### config.mk
export PLATFORM = sky130hd
export DESIGN_NAME = adcc_top
export DESIGN_NICKNAME = d
export VERILOG_FILES = /design/src/core/adcc_pkg.sv /design/src/core/adcc_top.sv
export VERILOG_INCLUDE_DIRS = /design/src /design/src/core
export SDC_FILE = /design/constraint.sdc
export NUM_CORES = 1
export LEC_CHECK = 0
export BUFFER_PORTS_ARGS = -buffer_cell sky130_fd_sc_hd__clkbuf_2
export CAP_MARGIN = 5
export CORE_ASPECT_RATIO = 1.5
export CORE_UTILIZATION = 43
export CTS_CLUSTER_SIZE = 40
export DETAILED_ROUTE_END_ITERATION = 10
export GPL_ROUTABILITY_DRIVEN = 0
export PLACE_DENSITY_LB_ADDON = 0.08
export SYNTH_ARGS = -nofsm -noshare
export SYNTH_HDL_FRONTEND = slang
export SYNTH_SLANG_ARGS = --single-unit
### constraint.sdc
create_clock -name hclk -period 2.2 [get_ports hclk]
set_clock_uncertainty 0.15 [all_clocks]
set_input_delay 0.44 -clock hclk [delete_from_list [all_inputs] [get_ports hclk]]
set_output_delay 0.44 -clock hclk [all_outputs]
set_load 0.005 [all_outputs]
### src/core/adcc_map.svh
`ifndef ADCC_MAP_SVH
`define ADCC_MAP_SVH

// Register byte offsets (low address byte)
`define ADCC_OFF_SC 8'h00
`define ADCC_OFF_RH 8'h04
`define ADCC_OFF_RL 8'h08
`define ADCC_OFF_CK 8'h0c

// Status/control fields
`define ADCC_SC_FLAG 7
`define ADCC_SC_IEN 6
`define ADCC_SC_CONT 5
`define ADCC_SC_CH_HI 4
`define ADCC_SC_CH_LO 0

// Clock/format fields
`define ADCC_CK_DIV_HI 7
`define ADCC_CK_DIV_LO 5
`define ADCC_CK_ICLK 4
`define ADCC_CK_MODE_HI 3
`define ADCC_CK_MODE_LO 2

// Reset values
`define ADCC_RST_CH 5'h1f
`define ADCC_RST_DIV 3'h0
`define ADCC_RST_MODE 2'h1

// Channel codes
`define ADCC_CH_REFH 5'h1d
`define ADCC_CH_REFL 5'h1e
`define ADCC_CH_OFF 5'h1f

// Converter clock cycles per conversion after alignment
`define ADCC_CONV_CYC 5'h10

`endif

### src/core/adcc_pkg.sv
package adcc_pkg;

  typedef enum logic [1:0] {
    ADCC_IDLE = 2'b00,
    ADCC_SYNC = 2'b01,
    ADCC_RUN = 2'b10
  } adcc_state_e;

  typedef enum logic [1:0] {
    ADCC_TRUNC = 2'b00,
    ADCC_RIGHT = 2'b01,
    ADCC_LEFT = 2'b10,
    ADCC_SIGNED = 2'b11
  } adcc_just_e;

endpackage : adcc_pkg

### src/core/adcc_top.sv
// The implementer's own choices: the register addresses and the AHB-Lite interface to the registers.
`timescale 1ns/1ps
`include "adcc_map.svh"
// Contract
// - Any status/control write aborts and restarts conversion with new settings
// - Interrupt off: done flag read-only, set each single, first continuous
// - Done flag clears on status/control write or result read
// - Interrupt on: done flag is software read/write; reset clears it
// - Interrupt on: request per conversion, cleared by result read or write
// - Continuous bit keeps converting and updating; clear means one conversion
// - Five-bit channel field; codes 0 to 7 pick port B inputs
// - 11101 high reference, 11110 low reference, 11011 reserved test
// - All channel bits one powers the converter off
// - Left format: high holds eight MSBs, low two LSBs, rest zero
// - Right format: high holds two MSBs, low eight LSBs
// - Signed left format: as left but bit nine inverted
// - High read freezes low until low read; results meanwhile discarded
// - Truncation: low holds eight MSBs, high reads zero, no interlock
// - Prescaler divides by 1, 2, 4, 8; top bit set gives 16
// - Input clock select: one bus clock, zero crystal; reset crystal
// - Format codes 00 trunc, 01 right, 10 left, 11 signed; reset right
// - Conversion takes sixteen to seventeen converter clocks after start
// - Continuous results overwrite unread ones unless interlock holds
module adcc_top
  import adcc_pkg::*;
(
  input wire logic hclk,
  input wire logic hresetn,
  input wire logic hsel,
  input wire logic [31:0] haddr,
  input wire logic [1:0] htrans,
  input wire logic hwrite,
  input wire logic [2:0] hsize,
  input wire logic [31:0] hwdata,
  input wire logic hready,
  output logic [31:0] hrdata,
  output logic hreadyout,
  output logic hresp,
  input wire logic crystal_clock,
  input wire logic [9:0] conv_result,
  output logic conv_start,
  output logic conv_clk_en,
  output logic [4:0] conv_channel,
  output logic conv_power_off,
  output logic conv_irq
);

  // Bus side state
  logic wr_pend_r;
  logic [7:0] wr_addr_r;
  logic [31:0] hrdata_r;
  logic acc;
  logic rd_hi;
  logic rd_lo;
  logic rd_res;
  logic wr_sc;
  logic wr_ck;
  logic [7:0] rd_mux;

  // Control registers
  logic flag_r;
  logic irq_en_r;
  logic cont_r;
  logic [4:0] chan_r;
  logic [2:0] div_r;
  logic iclk_r;
  adcc_just_e mode_r;

  // Converter clock path
  logic xs1_r;
  logic xs2_r;
  logic xs3_r;
  logic in_en;
  logic [3:0] div_cnt_r;
  logic [3:0] div_mask;
  logic tick;

  // Conversion sequencing
  adcc_state_e st_r;
  logic [4:0] cyc_r;
  logic done_evt;
  logic start_r;
  logic first_r;
  logic lock_r;
  logic irq_r;
  logic [9:0] res_r;
  logic pwr_off;

  // Zero wait states, always OKAY
  assign hreadyout = 1'b1;
  assign hresp = 1'b0;
  assign hrdata = hrdata_r;

  // Address phase decode; hsize ignored, word access assumed
  // Byte or halfword accesses still act on the whole register
  // Read side effects fire here, so flag, request and lock react at once
  assign acc = hsel && htrans[1] && hready;
  assign rd_hi = acc && !hwrite && (haddr[7:0] == `ADCC_OFF_RH);
  assign rd_lo = acc && !hwrite && (haddr[7:0] == `ADCC_OFF_RL);
  assign rd_res = rd_hi || rd_lo;

  // Writes act in the data phase, when hwdata is valid
  assign wr_sc = wr_pend_r && (wr_addr_r == `ADCC_OFF_SC);
  assign wr_ck = wr_pend_r && (wr_addr_r == `ADCC_OFF_CK);

  // Capture write address phase
  // Address is held for the data phase; hwdata arrives one cycle later
  // A read in that data phase to the same register still sees the old value
  always_ff @(posedge hclk or negedge hresetn) begin
    if (!hresetn) begin
      wr_pend_r <= 1'b0;
      wr_addr_r <= 8'h00;
    end else if (hready) begin
      wr_pend_r <= acc && hwrite;
      wr_addr_r <= haddr[7:0];
    end
  end

  // Read data, per justification format
  always_comb begin
    rd_mux = 8'h00; // Unmapped reads return zero
    unique case (haddr[7:0])
      `ADCC_OFF_SC: rd_mux = {flag_r, irq_en_r, cont_r, chan_r};
      `ADCC_OFF_RH: begin
        unique case (mode_r)
          ADCC_TRUNC: rd_mux = 8'h00;
          ADCC_RIGHT: rd_mux = {6'h00, res_r[9:8]};
          ADCC_LEFT: rd_mux = res_r[9:2];
          ADCC_SIGNED: rd_mux = {~res_r[9], res_r[8:2]};
        endcase
      end
      `ADCC_OFF_RL: begin
        unique case (mode_r)
          ADCC_TRUNC: rd_mux = res_r[9:2];
          ADCC_RIGHT: rd_mux = res_r[7:0];
          ADCC_LEFT: rd_mux = {res_r[1:0], 6'h00};
          ADCC_SIGNED: rd_mux = {res_r[1:0], 6'h00};
        endcase
      end
      `ADCC_OFF_CK: rd_mux = {div_r, iclk_r, mode_r, 2'b00};
      default: rd_mux = 8'h00;
    endcase
  end

  // Read data registered for the data phase
  always_ff @(posedge hclk or negedge hresetn) begin
    if (!hresetn) begin
      hrdata_r <= 32'h0000_0000;
    end else if (acc && !hwrite) begin
      hrdata_r <= {24'h00_0000, rd_mux};
    end
  end

  // Status/control fields
  always_ff @(posedge hclk or negedge hresetn) begin
    if (!hresetn) begin
      irq_en_r <= 1'b0;
      cont_r <= 1'b0;
      chan_r <= `ADCC_RST_CH;
    end else if (wr_sc) begin
      irq_en_r <= hwdata[`ADCC_SC_IEN];
      cont_r <= hwdata[`ADCC_SC_CONT];
      chan_r <= hwdata[`ADCC_SC_CH_HI:`ADCC_SC_CH_LO];
    end
  end

  // Clock/format fields
  always_ff @(posedge hclk or negedge hresetn) begin
    if (!hresetn) begin
      div_r <= `ADCC_RST_DIV;
      iclk_r <= 1'b0;
      mode_r <= adcc_just_e'(`ADCC_RST_MODE);
    end else if (wr_ck) begin
      div_r <= hwdata[`ADCC_CK_DIV_HI:`ADCC_CK_DIV_LO];
      iclk_r <= hwdata[`ADCC_CK_ICLK];
      mode_r <= adcc_just_e'(hwdata[`ADCC_CK_MODE_HI:`ADCC_CK_MODE_LO]);
    end
  end

  // Crystal clock crosses in by two flops, then edge detect
  // Third flop only feeds the edge detector, never the metastable first stage
  // Crystal must stay well below half the bus clock or edges are lost
  always_ff @(posedge hclk or negedge hresetn) begin
    if (!hresetn) begin
      xs1_r <= 1'b0;
      xs2_r <= 1'b0;
      xs3_r <= 1'b0;
    end else begin
      xs1_r <= crystal_clock;
      xs2_r <= xs1_r;
      xs3_r <= xs2_r;
    end
  end

  // Input clock: bus clock every cycle, or crystal rising edges
  assign in_en = iclk_r ? 1'b1 : (xs2_r && !xs3_r);

  // Divide mask; any code with top bit set divides by 16
  always_comb begin
    unique case (div_r)
      3'h0: div_mask = 4'h0;
      3'h1: div_mask = 4'h1;
      3'h2: div_mask = 4'h3;
      3'h3: div_mask = 4'h7;
      default: div_mask = 4'hf;
    endcase
  end

  // Free-running prescaler over input clock enables
  // Not reset on a divide change, so the first tick after one may come early
  always_ff @(posedge hclk or negedge hresetn) begin
    if (!hresetn) begin
      div_cnt_r <= 4'h0;
    end else if (in_en) begin
      div_cnt_r <= div_cnt_r + 4'h1;
    end
  end

  // Converter clock enable pulse
  assign tick = in_en && ((div_cnt_r & div_mask) == div_mask);
  assign conv_clk_en = tick && !pwr_off;

  // Power off takes precedence over any conversion
  assign pwr_off = (chan_r == `ADCC_CH_OFF);
  assign conv_power_off = pwr_off;
  // Reference and reserved codes pass straight to the multiplexer
  assign conv_channel = chan_r;

  // Last converter clock of a running conversion
  assign done_evt = (st_r == ADCC_RUN) && tick && (cyc_r == `ADCC_CONV_CYC - 5'h1);

  // Conversion sequencer; SYNC absorbs the partial first cycle
  // A write selecting power off parks it, so no run outlives the power down
  always_ff @(posedge hclk or negedge hresetn) begin
    if (!hresetn) begin
      st_r <= ADCC_IDLE;
      cyc_r <= 5'h00;
    end else if (wr_sc) begin
      cyc_r <= 5'h00;
      if (hwdata[`ADCC_SC_CH_HI:`ADCC_SC_CH_LO] == `ADCC_CH_OFF) begin
        st_r <= ADCC_IDLE;
      end else begin
        st_r <= ADCC_SYNC;
      end
    end else begin
      unique case (st_r)
        ADCC_IDLE: begin
          cyc_r <= 5'h00;
        end
        ADCC_SYNC: begin
          if (tick) begin
            st_r <= ADCC_RUN;
            cyc_r <= 5'h00;
          end
        end
        ADCC_RUN: begin
          if (done_evt) begin
            cyc_r <= 5'h00;
            st_r <= cont_r ? ADCC_RUN : ADCC_IDLE;
          end else if (tick) begin
            cyc_r <= cyc_r + 5'h01;
          end
        end
        default: begin
          st_r <= ADCC_IDLE;
          cyc_r <= 5'h00;
        end
      endcase
    end
  end

  // One-cycle start pulse to the core at each conversion start
  // Held back on a control write so an aborted run never starts twice
  always_ff @(posedge hclk or negedge hresetn) begin
    if (!hresetn) begin
      start_r <= 1'b0;
    end else begin
      start_r <= !wr_sc && (((st_r == ADCC_SYNC) && tick) || (done_evt && cont_r));
    end
  end
  assign conv_start = start_r;

  // Interlock: high read freezes low until low read
  // Also dropped in truncation so a format change cannot leave it stuck
  always_ff @(posedge hclk or negedge hresetn) begin
    if (!hresetn) begin
      lock_r <= 1'b0;
    end else if (rd_lo || mode_r == ADCC_TRUNC) begin
      lock_r <= 1'b0;
    end else if (rd_hi) begin
      lock_r <= 1'b1;
    end
  end

  // Result capture; overwrites unread data unless frozen
  // Discarded results still raise flag and request; only the data is lost
  always_ff @(posedge hclk or negedge hresetn) begin
    if (!hresetn) begin
      res_r <= 10'h000;
    end else if (done_evt && !lock_r) begin
      res_r <= conv_result;
    end
  end

  // First completion since the last control write
  always_ff @(posedge hclk or negedge hresetn) begin
    if (!hresetn) begin
      first_r <= 1'b0;
    end else if (wr_sc) begin
      first_r <= 1'b0;
    end else if (done_evt) begin
      first_r <= 1'b1;
    end
  end

  // Done flag; hardware set beats any clear in the same cycle
  // Write clear follows the written enable, so leaving interrupt mode drops it
  always_ff @(posedge hclk or negedge hresetn) begin
    if (!hresetn) begin
      flag_r <= 1'b0;
    end else if (done_evt && !irq_en_r && (!cont_r || !first_r)) begin
      flag_r <= 1'b1;
    end else if (wr_sc && hwdata[`ADCC_SC_IEN]) begin
      flag_r <= hwdata[`ADCC_SC_FLAG];
    end else if (wr_sc || (rd_res && !irq_en_r)) begin
      flag_r <= 1'b0;
    end
  end

  // Interrupt request; completion wins over a same-cycle result read clear
  // A control write aborts, so it beats a completion in the same cycle
  always_ff @(posedge hclk or negedge hresetn) begin
    if (!hresetn) begin
      irq_r <= 1'b0;
    end else if (done_evt && irq_en_r && !wr_sc) begin
      irq_r <= 1'b1;
    end else if (wr_sc || rd_res) begin
      irq_r <= 1'b0;
    end
  end
  assign conv_irq = irq_r;

endmodule : adcc_top

==> out/results.txt <==
Worst Setup End Kind -> primary output
Top Usage Layer GRT -> met2
MaxCap Viol Count -> 0
P_int -> 2.11 mW
crit path buf inv count -> 2
delay-heaviest family, CP -> flip-flops
r2r startpoint -> cyc_r[0]$_DFFE_PN0P_
die extent in x -> 71.2 um
Post-Place Cell Area -> 3390 um^2
GRT Overall Usage -> 19.4%
total grt overflow -> 0
hold path startpoint -> crystal_clock
worst-case reg-to-reg path depth -> 7
Routed WL -> 6650 um
Worst Path Arrival -> 1.58 ns
Tcrit/Tclk final -> 98.8%
Worst Setup SP -> div_r[0]$_DFFE_PN0P_
Sw Share -> 26.6%
Max FO, Critical Path -> 3
Via Count -> 2,368
Die ar. -> 7540 um^2
status -> finished with violations
Logic pwr share -> 16.0%
crit path setup slack, layout -> 0.0273 ns
largest net degree at the start of global routing -> 45
power density cells -> 776 nW/um^2
# rows -> 37
CP max stage delay -> 0.43 ns
core area -> 6900 um^2
PnR Total Power -> 2.87 mW
Final Net Count -> 462
initial core utilization -> 44.8%
routed wire length per instance -> 14.6 um
hold slack -> 0.0503 ns
area share of the largest cell type after synthesis -> 42.9%
Peak Freq -> 460 MHz
worst vdd ir -> 0.489 mV
Synth warnings -> 0
drt drc -> 9
RSZ-0062 raised after global routing -> true
Endpoint, Worst Hold -> xs1_r$_DFF_PN0_
Top FF cell, synth -> dfrtp_1
Max Buffers Root-to-Sink -> 2
P_leak -> 1.79 nW
H-tree Lvls -> 3
power share of the sequential group -> 44.3%
Setup violations, final -> 0
worst path cell trace -> a21oi_2 > o221ai_2 > or2_1 > buf_6 > nor2_1 > buf_2
post-synthesis sequential area ratio -> 48.0%
Ports -> 128
Worst EP required -> 1.61 ns
Die H -> 106 um
area taken by multi-input logic gates -> 1440 um^2
number of cells produced by synthesis -> 305
final hold violation count -> 0
most frequent cell after synthesis -> dfrtp_1
post-synthesis cell area -> 3090 um^2
Slew Viols, Final -> 0
Place WS -> -0.0219 ns
WHS Path Cells -> 1
worst skew pair latency -> 0.35 ns
top cells by area, synth -> dfrtp_1 43%, buf_4 6.6%, mux2_1 6.2%, dfstp_2 5.1%, nand2_1 4.7%
vias per cell -> 5.20
failing checks -> DRC
switching power -> 765 uW
vias in the first global route -> 2,221
Hold Crit Class -> input pin to register
RR Endpoint -> res_r[2]$_DFFE_PN0P_
Seq. cell area -> 1490 um^2
drt pass-1 iters -> 7
reg2reg setup slack -> 0.17 ns
grt met1 use -> 24.8%
CTS Buf Count -> 9
GRT met3 Usage -> 4.88%
initial antenna violation count -> 0
IO buf count -> 49
fraction of final layout cells sized beyond drive strength 1 -> 29.7%
CTS tree -> yes
CTS Sinks -> 59
Slowest-stage cell, CP -> dfrtp_2
critical path launch point type -> register
Final Cell Area -> 3700 um^2
DRT iter0 DRCs -> 173
clock-pin slew on the worst setup and hold paths -> 0.07 ns
Clk pwr share -> 39.7%
Area Overhead vs Synth -> 19.7%
first-pass GRT wire length -> 11,000 um
antenna-violating nets left -> 0
ant diodes -> 0
CP Class -> register to primary output
post-synthesis cell type count -> 56
ys async rst share -> 100%
most instantiated cells after synthesis -> 53 x dfrtp_1, 39 x nand2_1, 27 x buf_4
met2 GRT Util -> 31.5%
clk root buf -> clkbuf_8
Post-DP HPWL -> 4940 um
largest area contributor in the netlist -> dfrtp_1
#FFs+latches synth -> 59
Final Critical Period -> 2.17 ns
Post-synth EDFFs -> 0
number of fill cells -> 644
Avg Cell Area, Syn -> 10.1 um^2
cell usage in the layout (no fill, tap or decap), types with 3 or more instances in the layout:
master	instances
nand2_1	39
a22oi_1	3
clkbuf_8	11
nor2_1	16
buf_4	19
nand2b_1	3
nor3_1	4
a21oi_1	15
mux2i_1	5
dfstp_2	6
nand3_1	12
o21ai_0	4
conb_1	26
nand4_1	3
and3_1	3
mux2_1	17
inv_1	5
nor2b_1	3
clkbuf_2	48
a32oi_1	4
xnor2_1	3
o21ai_1	11
dfrtp_1	52
mux2_2	8
ha_1	5
per-layer routing:
| metal | part of all wire, % | routed length [um] |
|---|---|---|
| met1 | 45 | 2980 |
| met2 | 50 | 3290 |
| met3 | 4.1 | 270 |
| met4 | 1.5 | 102 |
| met5 | 0 | 0 |
final cells by class:
| cell class | count | area share, % |
|---|---|---|
| inverters | 6 | 0.609 |
| repair buffers | 71 | 11.6 |
| well taps | 78 | 2.64 |
| flip-flops and latches | 59 | 40.1 |
| clock buffers | 12 | 4.19 |
| clock inverters | 4 | 1.96 |
| multi-input cells | 225 | 38.9 |
cells by family (layout without fill, tap and decap cells):
group,after synthesis,after routing,share of synthesized area [%]
adders and majority gates,5,5,2.02
DFF,59,59,48.0
AOI/OAI and AO/OA,60,60,12.9
other,2,26,0.243
xor gates and xnor gates,5,5,1.42
buffers and inverters,45,93,9.11
muxes,30,30,10.7
and+or+nand+nor,99,99,15.6
worst max path at each step:
stage                                     to  slack, ns  cells past startpoint
after floorplan           flag_r$_DFFE_PN0P_       0.17                      4
after global placement    lock_r$_DFFE_PN0P_     0.0004                      6
after detailed placement  lock_r$_DFFE_PN0P_      -0.02                      6
after CTS                        conv_clk_en      0.001                      6
after global routing             conv_clk_en      -0.05                      6
final                            conv_clk_en       0.03                      6
repair_timing:
item,4_1_cts,5_1_grt
pin swaps,3,2
endpoints found under the hold margin,13,0
setup endpoints to repair,1,4
hold buffers,1,0
setup buffers,6,0
resized for setup,6,2
flip-flops by register name, indices dropped and copies added (netlist names), 3 cells and up:
register,flops
conv_channel,5
cyc_r,5
div_cnt_r,4
div_r,3
hrdata,8
res_r,10
wr_addr_r,8
worst register-to-register path, delay by kind of cell (launching register included):
family,cells,cell delay (ns)
AND/OR/NAND/NOR,4,0.60
multiplexers,1,0.35
adder cells (fa/ha/maj),1,0.19
buffers and inverters,1,0.23
flip-flops,1,0.39
power groups by stage:
stage / clock (mW) / combinational [mW] / sequential, mW
3_5_place_dp: 0 / 0.411 / 1.29
5_1_grt: 1.20 / 0.522 / 1.28
4_1_cts: 1.17 / 0.465 / 1.27
2_1_floorplan: 0 / 0.305 / 1.26
6_report: 1.14 / 0.459 / 1.27
3_3_place_gp: 0 / 0.405 / 1.29
per-stage QoR:
step	std cells	utilization [%]	TNS, ns
finish	455	53.7	0
global route	455	53.7	-0.0483
CTS	455	53.6	0
detailed placement	432	49.2	-0.0219
global placement	432	49.2	0
floorplan	329	-	0
No activity file was read; power rests on OpenSTA's default activity.
